File: src/rsc_params.svh
// constants for the reset source controller
// assumes one 50 MHz clock; included by the hold timer and the controller
`ifndef RSC_PARAMS_SVH
`define RSC_PARAMS_SVH
`define RSC_CLK_MHZ 50
`define RSC_CLK_PERIOD_NS 20
// external pin low time: 12 oscillator periods, here clock periods
`define RSC_EXT_MIN_CYCLES 12
// internal reset hold: 2**20 oscillator periods
`define RSC_HOLD_CYCLES 32'h0010_0000
`define RSC_TRAP_LO 16'h0000
`define RSC_TRAP_HI 16'h023F
`define RSC_VEC_ADDR 16'hFFFE
`define RSC_HFOSC_BIT 7
`define RSC_LFOSC_BIT 6
`endif

File: src/rsc_pkg.sv
// types for the reset source controller
// uses no numeric constants from rsc_params.svh
package rsc_pkg;
  typedef enum logic [1:0] {RSC_RUN, RSC_EXT, RSC_INT} rsc_state_t;
endpackage

File: src/rsc_hold_timer.sv
// hold timer: counts a fixed number of cycles after a start pulse
// assumes start comes from logic on ref_clk
`include "rsc_params.svh"
module rsc_hold_timer #(
  parameter logic [31:0] HOLD = `RSC_HOLD_CYCLES
) (
  input wire logic ref_clk,
  input wire logic rstn,
  input wire logic start,
  output logic busy
);
  logic [31:0] cnt_reg, cnt_next;
  logic busy_reg, busy_next;

  // load on start, count down to release
  always_comb begin
    cnt_next = cnt_reg;
    busy_next = busy_reg;
    if (start) begin
      cnt_next = HOLD - 32'h0000_0001;
      busy_next = 1'b1;
    end else if (busy_reg) begin
      if (cnt_reg == 32'h0000_0000) begin
        busy_next = 1'b0;
      end else begin
        cnt_next = cnt_reg - 32'h0000_0001;
      end
    end
  end

  always_ff @(posedge ref_clk or negedge rstn) begin
    if (!rstn) begin
      cnt_reg <= 32'h0000_0000;
      busy_reg <= 1'b0;
    end else begin
      cnt_reg <= cnt_next;
      busy_reg <= busy_next;
    end
  end

  assign busy = busy_reg;
endmodule // rsc_hold_timer

File: src/rsc_reset_source_controller.sv
// reset source controller: merges pin, address-trap and clock resets
// assumes fetch bus and oscillator enables come from ref_clk logic;
// the reset pin is asynchronous and is synchronised here
//
// Notes on behaviour
// - pin low twelve cycles applies reset
// - pin high releases reset, fetch vector
// - fetch from low trap region raises reset
// - trap reset drives reset pin low
// - trap reset held 2**20 cycles
// - both oscillator enables cleared raises reset
// - clock reset drives pin low
// - clock reset held 2**20 cycles
`include "rsc_params.svh"
module rsc_reset_source_controller
  import rsc_pkg::*;
#(
  parameter logic [31:0] HOLD_CYCLES = `RSC_HOLD_CYCLES
) (
  input wire logic ref_clk,
  input wire logic rstn,
  input wire logic reset_pin_n_in,
  output logic reset_pin_n_out,
  output logic reset_pin_oe_n,
  input wire logic fetch_valid,
  input wire logic [15:0] fetch_addr,
  input wire logic [7:0] system_control_two,
  output logic core_reset,
  output logic vector_fetch,
  output logic [15:0] vector_addr,
  output logic trap_active,
  output logic clock_fault_active
);
  localparam int EXT_MIN = `RSC_EXT_MIN_CYCLES;

  // two-stage synchroniser on the pin
  logic pin_s1_reg, pin_s2_reg;
  always_ff @(posedge ref_clk or negedge rstn) begin
    if (!rstn) begin
      pin_s1_reg <= 1'b1;
      pin_s2_reg <= 1'b1;
    end else begin
      pin_s1_reg <= reset_pin_n_in;
      pin_s2_reg <= pin_s1_reg;
    end
  end

  // merged reset state; declared first, the detectors read it
  rsc_state_t state_reg, state_next;
  logic [3:0] low_cnt_reg, low_cnt_next;
  logic core_reset_reg, core_reset_next;
  logic vec_reg, vec_next;
  logic oe_n_reg, oe_n_next;
  logic trap_reg, clk_reg;
  logic trap_busy, clk_busy;
  logic trap_hit, clk_hit;
  logic int_any;

  // internal source detection
  // the trap region starts at address zero, so only its top needs a
  // compare; an unsigned test against zero would be constant
  assign trap_hit = fetch_valid && !core_reset_reg &&
                    fetch_addr <= `RSC_TRAP_HI;
  assign clk_hit = !system_control_two[`RSC_HFOSC_BIT] &&
                   !system_control_two[`RSC_LFOSC_BIT] &&
                   !clk_busy;

  // separate timers so the two causes stay visible apart
  // a clock fault that persists past its hold restarts the timer; the
  // pin then floats for one cycle between the two holds
  rsc_hold_timer #(.HOLD(HOLD_CYCLES)) u_trap_timer (
    .ref_clk(ref_clk),
    .rstn(rstn),
    .start(trap_hit && !trap_busy),
    .busy(trap_busy)
  );
  rsc_hold_timer #(.HOLD(HOLD_CYCLES)) u_clk_timer (
    .ref_clk(ref_clk),
    .rstn(rstn),
    .start(clk_hit),
    .busy(clk_busy)
  );

  // pin filter and merged reset state
  // own drive is seen on the pin; ignore pin low while driving it
  assign int_any = trap_busy || clk_busy;

  always_comb begin
    state_next = state_reg;
    low_cnt_next = low_cnt_reg;
    vec_next = 1'b0;
    oe_n_next = !int_any;
    core_reset_next = core_reset_reg;
    if (pin_s2_reg || int_any) begin
      low_cnt_next = 4'h0;
    end else if (low_cnt_reg < 4'(EXT_MIN)) begin
      low_cnt_next = low_cnt_reg + 4'h1;
    end
    case (state_reg)
      RSC_RUN: begin
        if (int_any) begin
          state_next = RSC_INT;
          core_reset_next = 1'b1;
        end else if (low_cnt_next == 4'(EXT_MIN)) begin
          state_next = RSC_EXT;
          core_reset_next = 1'b1;
        end
      end
      RSC_EXT: begin
        if (int_any) begin
          state_next = RSC_INT;
        end else if (pin_s2_reg) begin
          state_next = RSC_RUN;
          core_reset_next = 1'b0;
          vec_next = 1'b1;
        end
      end
      RSC_INT: begin
        if (!int_any && oe_n_reg) begin
          // wait one cycle for the pin to float back high
          state_next = RSC_EXT;
        end
      end
      default: begin
        state_next = RSC_RUN;
        core_reset_next = 1'b0;
      end
    endcase
  end

  always_ff @(posedge ref_clk or negedge rstn) begin
    if (!rstn) begin
      state_reg <= RSC_EXT;
      low_cnt_reg <= 4'h0;
      core_reset_reg <= 1'b1;
      vec_reg <= 1'b0;
      oe_n_reg <= 1'b1;
      trap_reg <= 1'b0;
      clk_reg <= 1'b0;
    end else begin
      state_reg <= state_next;
      low_cnt_reg <= low_cnt_next;
      core_reset_reg <= core_reset_next;
      vec_reg <= vec_next;
      oe_n_reg <= oe_n_next;
      trap_reg <= trap_busy;
      clk_reg <= clk_busy;
    end
  end

  // outputs straight from flip-flops, except the constant pin level and vector address
  assign core_reset = core_reset_reg;
  assign vector_fetch = vec_reg;
  assign vector_addr = `RSC_VEC_ADDR;
  assign reset_pin_n_out = 1'b0;
  assign reset_pin_oe_n = oe_n_reg;
  assign trap_active = trap_reg;
  assign clock_fault_active = clk_reg;

  // assertion helper: length of each hold, so that the full span is
  // checked without unrolling a long repetition
  logic [31:0] trap_len_reg, trap_len_next;
  logic [31:0] clk_len_reg, clk_len_next;
  always_comb begin
    trap_len_next = 32'h0000_0000;
    clk_len_next = 32'h0000_0000;
    if (trap_busy) begin
      trap_len_next = trap_len_reg + 32'h0000_0001;
    end
    if (clk_busy) begin
      clk_len_next = clk_len_reg + 32'h0000_0001;
    end
  end

  always_ff @(posedge ref_clk or negedge rstn) begin
    if (!rstn) begin
      trap_len_reg <= 32'h0000_0000;
      clk_len_reg <= 32'h0000_0000;
    end else begin
      trap_len_reg <= trap_len_next;
      clk_len_reg <= clk_len_next;
    end
  end
endmodule // rsc_reset_source_controller

File: config.mk
export PLATFORM = sky130hd
export DESIGN_NAME = rsc_reset_source_controller
export DESIGN_NICKNAME = d
export VERILOG_FILES = /design/src/rsc_pkg.sv /design/src/rsc_hold_timer.sv /design/src/rsc_reset_source_controller.sv
export VERILOG_INCLUDE_DIRS = /design/src
export SDC_FILE = /design/constraint.sdc
export NUM_CORES = 1
export LEC_CHECK = 0
export BUFFER_PORTS_ARGS = -buffer_cell sky130_fd_sc_hd__buf_4
export CORE_AREA = 2 2 134 136
export CTS_CLUSTER_SIZE = 30
export DETAILED_ROUTE_END_ITERATION = 12
export DIE_AREA = 0 0 136 138
export PLACE_DENSITY = 0.36
export SYNTH_ARGS = -nofsm -noshare
export SYNTH_HDL_FRONTEND = slang
export SYNTH_SLANG_ARGS = --single-unit
File: constraint.sdc
create_clock -name ref_clk -period 2.9 [get_ports ref_clk]
set_input_delay 0.29 -clock ref_clk [delete_from_list [all_inputs] [get_ports ref_clk]]
set_output_delay 0.29 -clock ref_clk [all_outputs]
set_load 0.03 [all_outputs]
## Yosys cells after proc, flatten, opt, wreduce, memory -nomap -nowiden

Index checks and enable logic that the tools add are counted.

- Bits in registers: 79
- Output and inout bits: 22
- Word-level logic and storage cells: 80

- Add/subtract/negate cells: 3
- $lt $le $gt $ge: 2
- Equality and inequality tests: 10
- Mux-type cells: 28
- Bitwise gates (word level): 1
- Reductions and logical operators: 23

Operators with widths:

| cell | number |
|---|---|
| $mux W32 | 6 |
| $logic_not A32 Y1 | 2 |
| $sub A32 B1 Y32 const B | 2 |
| $le A16 B10 Y1 const B | 1 |
| $mux W1 | 13 |
| $mux W2 | 5 |
| $mux W4 | 2 |
| $ne A2 B2 Y1 const B | 4 |
| $logic_and A1 B1 Y1 | 6 |
| $logic_not A1 Y1 | 6 |
| $ne A3 B3 Y1 const B | 2 |
| $pmux W2 S3 | 1 |
| $add A4 B1 Y4 const B | 1 |
| $eq A4 B4 Y1 const B | 1 |
| $lt A4 B4 Y1 const B | 1 |
| $reduce_and A2 Y1 | 2 |
| $reduce_and A4 Y1 | 1 |
| $reduce_bool A2 Y1 | 2 |
| $pmux W1 S3 | 1 |
| $reduce_and A3 Y1 | 1 |
| $eq A2 B1 Y1 const B | 1 |
| $eq A2 B2 Y1 const B | 1 |
| $logic_not A2 Y1 | 1 |
| $logic_or A1 B1 Y1 | 2 |
| other kinds (2) | 2 |

## Longest topological paths before layout

Gate-level depths: netlist of the first run.

- Word-level depth: 7
- Mapped depth: 8
- Depth with buffers taken out: 7

## Cells and area by module

Synthesis of the first run repeated with hierarchy kept, for this count alone.

- Cell total of the unflattened synthesis: 465
- Area, all modules: 4471.8 µm²

Modules (own cells, without submodules):

| module | instances | cells each | area an instance (µm²) | sequential area each (µm²) |
|---|---|---|---|---|
| rsc_hold_timer | 2 | 195 | 1873.0 | 825.8 |
| rsc_reset_source_controller | 1 | 75 | 725.7 | 331.6 |

## Least setup slack after synthesis of the first run

No wires, ideal clock.

- Path kind: register to register
- Start point: register u_clk_timer.cnt_reg[13]
- End point: register u_clk_timer.cnt_reg[30]
- Arrival: 2.504 ns
- Setup slack: 0.318 ns
- Cell stages (with the launch flop): 7
- Path buffers: 1
- Clock period less this slack: 2.582 ns
- Cell sequence: dfrtp_1 -> or4_1 -> buf_2 -> or4_1 -> or4_4 -> or3_1 -> a21oi_1

- Longest elaborated chain between the ends: 4
- Elaborated cells between the ends (all ways): 7
- Classes of those cells: 1 x add/sub; 1 x eq/ne; 3 x mux; 2 x reduce/logical

RTL lines:

| item | RTL line | source |
|---|---|---|
| start: declaration | rsc_hold_timer.sv:12 | `logic [31:0] cnt_reg, cnt_next;` |
| start signal: assignment | rsc_hold_timer.sv:36 | `cnt_reg <= cnt_next;` |
| $sub A32 B1 Y32 | rsc_hold_timer.sv:26 | `cnt_next = cnt_reg - 32'h0000_0001;` |
| $mux W32 | rsc_hold_timer.sv:23 | `if (cnt_reg == 32'h0000_0000) begin` |
| $mux W32 | rsc_hold_timer.sv:22 | `end else if (busy_reg) begin` |
| $mux W32 | rsc_hold_timer.sv:19 | `if (start) begin` |

Parallel ways exist; a longest one is shown, timed or not. The select of a mux whose other input is x is not followed.
A chain may end at the register's enable or synchronous reset.

## Final worst setup path of the first run

Ends and elaborated chain as after synthesis.

==> impl_metrics.env, run 1 <==
export IMPL_cts_resized_gates=0
export IMPL_h_tree_depth=3
export IMPL_p_switching_mw=0.673
export IMPL_cp_start_kind="flip-flop"
export IMPL_grt_max_degree=50
export IMPL_crit_start="u_clk_timer.cnt_reg[13]"
export IMPL_core_area_sq_um=17500
export IMPL_synth_top_family_by_area="simple AND/OR/NAND/NOR gates"
export IMPL_port_buffer_count=20
export IMPL_io_pin_count=50
export IMPL_fmax_ghz=0.375
export IMPL_routed_via_density=4.91
export IMPL_cp_cell_sequence="or4_1 > or4_1 > or4_4 > or3_1 > a21oi_1"
export IMPL_grt_pass1_vias=3400
export IMPL_crit_family="simple AND/OR/NAND/NOR gates"
export IMPL_grt_busiest_layer="met2"
export IMPL_die_area_sq_um=18800
export IMPL_met2_usage_pct=18.0
export IMPL_met1_usage_pct=16.5
export IMPL_grt_setup_unrepaired="no"
export IMPL_synthAdderAreaFrac_pct=0.887
export IMPL_clockPowerShare_pct=44.4
export IMPL_finClkSkew_ps=7.60
export IMPL_post_cts_setup_buffers=0
export IMPL_final_common_cell="dfrtp_1"
export IMPL_violations="hold timing"
export IMPL_grt_pass1_wl_um=17700
export IMPL_min_period_ps=2660
export IMPL_cts_root_buf="clkbuf_16"
export IMPL_critPathKind="reg -> reg"
export IMPL_sw_frac_of_total_pct=26.0
export IMPL_hold_class="in -> async"
export IMPL_total_power_mw=2.59
export IMPL_slew_headroom_pct=54.4
export IMPL_drv_slew=0
export IMPL_clock_latency_ps=340
export IMPL_internal_power_mw=1.91
export IMPL_yosys_area_share_simple_pct=26.9
export IMPL_reg2regPathDepth=5
export IMPL_clk_pin_slew_worst_paths_ps=60
export IMPL_initial_core_util_pct=24.1
export IMPL_regArea_sq_um=1980
export IMPL_grt_use_met3_pct=2.82
export IMPL_yosysUniqueCellTypes=55
export IMPL_final_cell_mix="dfrtp_1, buf_4, nor2_1, nand2_1, or3_1"
export IMPL_ys_seq_area_share_pct=46.9
export IMPL_synth_edf_count=0
export IMPL_die_y_um=138
export IMPL_clock_sinks=79
export IMPL_areaGrowthSynthToFinish_pct=18.3
export IMPL_ys_ff_latch=79
export IMPL_drc=0
export IMPL_firstDrtPassIters=4
export IMPL_status="complete, but fails checks"
export IMPL_vias=3479
export IMPL_cpMaxStageDelayCell="or4_1"
export IMPL_dp_cells=693
export IMPL_place_gp_congestion=0.763
export IMPL_power_share_combinational_pct=6.9
export IMPL_multi_input_area_sq_um=2080
export IMPL_overflow=0
export IMPL_critical_path_arrival_ps=2930
export IMPL_synth_area_sq_um=4230
export IMPL_ys_warn_count=0
export IMPL_nNetsFinal=506
export IMPL_track_usage_pct=11.9
export IMPL_final_antenna_net_count=0
export IMPL_hpwl_um=7150
export IMPL_min_period_over_period_pct=91.9
export IMPL_n_fill_cell=1902
export IMPL_rr_startpoint="u_clk_timer.cnt_reg[13]"
export IMPL_rrSetupSlack_ps=240
export IMPL_path_common_cell="or4_1"
export IMPL_hold_buffers=0
export IMPL_drive_gt1_share_pct=16.0
export IMPL_maxCapViolCount=0
export IMPL_setup_tns_ps=0
export IMPL_row_count=49
export IMPL_grt_antenna_before_repair=0
export IMPL_setup_violations=0
export IMPL_end_kind="flip-flop"
export IMPL_max_slew_worst_pin_slew_ps=683
export IMPL_yosys_mux_area_fraction_pct=2.37
export IMPL_drtIter0Drc=118
export IMPL_r2r_end="u_clk_timer.cnt_reg[30]"
export IMPL_cts_inserted_buffers=9
export IMPL_cts_tree="yes"
export IMPL_p_per_area_nw_per_um2=517
export IMPL_syn_avg_cell_area_sq_um=9.59
export IMPL_die_x_um=136
export IMPL_n_antenna_cell=0
export IMPL_ir_drop_mv=0.332
export IMPL_syn_inst=441
export IMPL_synth_compound_area_share_pct=15.3
export IMPL_cellLeakagePower_nw=1.71
export IMPL_seq_power_share_pct=48.6
export IMPL_synth_flop_cell="dfrtp_1"
export IMPL_cp_num_buf_inv=0
export IMPL_synth_xor_area_share_pct=2.07
export IMPL_layout_cells_non_filler=709
export IMPL_wl_per_cell_um=14.8
export IMPL_cp_max_fo=5
export IMPL_cts_path_max_buffers=2
export IMPL_ys_async_sr_fraction_pct=100
export IMPL_hold_viol_final=3
export IMPL_fin_hold_ws_ps=-3.28
export IMPL_cp_required_ps=3170
export IMPL_max_stage_delay_ps=570
export IMPL_wl_um=10500
-- area by class of cell --
type	instances	share of cell area [%]
Multi-Input combinational cell	334	41.5
Sequential cell	79	39.6
Timing Repair Buffer	44	6.85
Tap cell	229	5.72
Clock buffer	11	4.65
Clock inverter	5	1.15
Inverter	7	0.525
-- cells by family (layout without fill, tap and decap cells) --
group | after synthesis | count (layout)
compound gates | 97 | 97
flops | 79 | 79
buf+inv | 43 | 67
fa+ha+maj | 3 | 3
simple gates | 197 | 197
mux | 10 | 10
xor+xnor | 10 | 10
other cells | 2 | 17
-- through the flow --
stage	setup WS [ps]	util, %	hold WS, ps	cell area (sq um)
after floorplan	318	-	-5.59	4290
after global placement	275	26.9	350	4720
after detailed placement	229	26.9	352	4720
after CTS	204	28.5	30.5	5010
after global routing	78.5	28.5	46.1	5010
final	236	28.5	-3.28	5010
-- layer usage --
metal | routed length, um | vias to the layer above
li1 | - | 1726
met5 | 0 | -
met3 | 265 | 11
met2 | 4730 | 37
met4 | 158 | 0
met1 | 5300 | 1705
-- power groups by stage --
stage	Combinational, mW	Sequential [mW]	Clock [mW]
detailed placement	0.183	1.27	0
CTS	0.183	1.26	1.19
global route	0.205	1.28	1.24
finish	0.179	1.26	1.15
floorplan	0.140	1.25	0
global placement	0.179	1.28	0
-- worst register-to-register path, cell delays in order, from the launching register on --
cell and delay (ps):
dfrtp_1 410, or4_1 570, or4_1 520, or4_4 570
or3_1 360, a21oi_1 150
-- worst max-delay path by stage --
stage / endpoint / cells past startpoint
after floorplan: u_clk_timer.cnt_reg[30] / 6
after global placement: u_trap_timer.cnt_reg[20] / 6
after detailed placement: u_trap_timer.cnt_reg[20] / 6
after CTS: u_trap_timer.cnt_reg[20] / 6
after global routing: u_trap_timer.cnt_reg[6] / 7
final: u_clk_timer.cnt_reg[30] / 5
-- Yosys cell counts (all sizes together), types with 3 or more instances --
master / number / area, sq um
or3b: 3 / 26.3
nand2b: 9 / 56.3
xnor2: 6 / 52.6
dfstp: 5 / 131
mux2i: 10 / 100
buf: 25 / 164
a31oi: 9 / 56.3
nor4: 19 / 125
o311ai: 7 / 61.3
clkbuf: 11 / 41.3
o41ai: 6 / 52.6
dfrtp: 74 / 1850
or3: 23 / 144
o21ai: 24 / 124
nor2: 29 / 109
and4: 4 / 35.0
inv: 7 / 26.3
nor3b: 3 / 22.5
xor2: 4 / 35.0
and3: 4 / 25.0
nand4: 3 / 18.8
a21oi: 18 / 90.1
nor3: 18 / 90.1
nand3b: 4 / 30.0
nand2: 29 / 109
o31a: 3 / 26.3
ha: 3 / 37.5
o211ai: 5 / 37.5
a211oi: 6 / 45.0
or2: 3 / 18.8
o31ai: 11 / 87.6
or4: 23 / 176
nand3: 14 / 70.1
Power figures use the tool's default switching activity.
==> run 2, diff against run 1 <==
Settings changed: PLACE_DENSITY 0.36 to not set, PLACE_DENSITY_LB_ADDON set to 0.05.
==> impl_metrics.env, run 2 (same netlist as run 1, synthesis figures left out) <==
export IMPL_h_tree_depth=3
export IMPL_cp_required_ps=3110
export IMPL_firstDrtPassIters=4
export IMPL_nNetsFinal=506
export IMPL_final_cell_mix="dfrtp_1, buf_4, nor2_1, nand2_1, or3_1"
export IMPL_total_power_mw=2.79
export IMPL_fmax_ghz=0.366
export IMPL_grt_pass1_vias=3453
export IMPL_status="finished clean"
export IMPL_hpwl_um=7390
export IMPL_wl_um=10900
export IMPL_fin_ws_ps=168
export IMPL_row_count=49
export IMPL_setup_violations=0
export IMPL_drc=0
export IMPL_critical_path_arrival_ps=2950
export IMPL_regArea_sq_um=1980
export IMPL_fin_hold_ws_ps=48.3
export IMPL_die_y_um=138
export IMPL_wl_per_cell_um=15.4
export IMPL_routed_via_density=4.88
export IMPL_vias=3458
export IMPL_cellLeakagePower_nw=1.73
export IMPL_end_kind="flip-flop"
export IMPL_grt_max_degree=43
export IMPL_maxCapViolCount=0
export IMPL_n_antenna_cell=0
export IMPL_final_common_cell="dfrtp_1"
export IMPL_grt_setup_unrepaired="no"
export IMPL_cts_path_max_buffers=2
export IMPL_min_period_over_period_pct=94.2
export IMPL_p_per_area_nw_per_um2=550
export IMPL_drtIter0Drc=112
export IMPL_setup_tns_ps=0
export IMPL_hold_viol_final=0
export IMPL_grt_pass1_wl_um=18500
export IMPL_n_fill_cell=1891
export IMPL_port_buffer_count=20
export IMPL_post_place_ws_ps=190
export IMPL_max_slew_worst_pin_slew_ps=739
export IMPL_track_usage_pct=12.5
export IMPL_io_pin_count=50
export IMPL_areaGrowthSynthToFinish_pct=19.7
export IMPL_die_area_sq_um=18800
export IMPL_finClkSkew_ps=9.14
export IMPL_clk_pin_slew_worst_paths_ps=60
export IMPL_final_antenna_net_count=0
export IMPL_die_x_um=136
export IMPL_clock_sinks=79
export IMPL_grt_antenna_before_repair=0
export IMPL_cts_inserted_buffers=9
export IMPL_post_cts_setup_buffers=0
export IMPL_ir_drop_mv=0.273
export IMPL_initial_core_util_pct=24.1
export IMPL_multi_input_area_sq_um=2080
export IMPL_cp_max_fo=9
export IMPL_overflow=0
export IMPL_slew_headroom_pct=50.7
export IMPL_cts_root_buf="clkbuf_16"
export IMPL_hold_class="in -> reg"
export IMPL_cp_start_kind="flip-flop"
export IMPL_clock_latency_ps=350
export IMPL_place_gp_congestion=0.750
export IMPL_place_area_sq_um=4710
export IMPL_critPathKind="reg -> reg"
export IMPL_drive_gt1_share_pct=16.3
export IMPL_drv_slew=0
export IMPL_design_area_sq_um=5060
export IMPL_cts_tree="yes"
export IMPL_min_period_ps=2730
export IMPL_core_area_sq_um=17500
## run 2: worst paths after layout
check	startpoint	end	slack, ps	cells past startpoint
min in group asynchronous	rstn	u_clk_timer.cnt_reg[30]	460	2
max	u_trap_timer.cnt_reg[28]	u_trap_timer.cnt_reg[11]	170	5
max in group asynchronous	rstn	u_trap_timer.cnt_reg[19]	1810	3
min reg2reg	pin_s1_reg	pin_s2_reg	360	0
max reg2reg	u_trap_timer.cnt_reg[28]	u_trap_timer.cnt_reg[11]	170	5
min	reset_pin_n_in	pin_s1_reg	50	1
## run 2: where the power goes
group	internal (mW)	switching, mW
logic	0.0739	0.106
registers	1.17	0.0873
clock network	0.843	0.505
## run 2: routing by layer
metal	vias up	routed length [um]	share of wire (%)	track usage, %
met5	-	0	0	0
met4	0	146	1.3	4.11
met3	13	428	3.9	2.97
met2	52	4960	45	18.7
met1	1669	5400	49	17.8
li1	1724	-	-	-
## run 2: per-stage QoR
step / util (%) / instances
after global placement: 26.9 / 692
after detailed placement: 26.9 / 692
after global routing: 28.9 / 709
after floorplan: - / 456
after CTS: 28.9 / 709
final: 28.9 / 709
## run 2: cell type report
type / instances / area share [%]
Multi-Input combinational cell: 334 / 41.0
Sequential cell: 79 / 39.2
Inverter: 7 / 0.519
Tap cell: 229 / 5.66
Clock buffer: 9 / 4.45
Clock inverter: 7 / 2.35
Timing Repair Buffer: 44 / 6.82
## run 2: worst max-delay path, cell delays in order (launching register included)
cell and delay (ps):
dfrtp_1 400, or4_1 560, or4_1 740, or3_1 530
a311oi_1 290, a31oi_1 70
## run 2: repair_timing
| action | 4_1_cts | 5_1_grt |
|---|---|---|
| hold buffers | 1 | 0 |
| hold endpoints to repair | 32 | 0 |
| resized for setup | 0 | 0 |
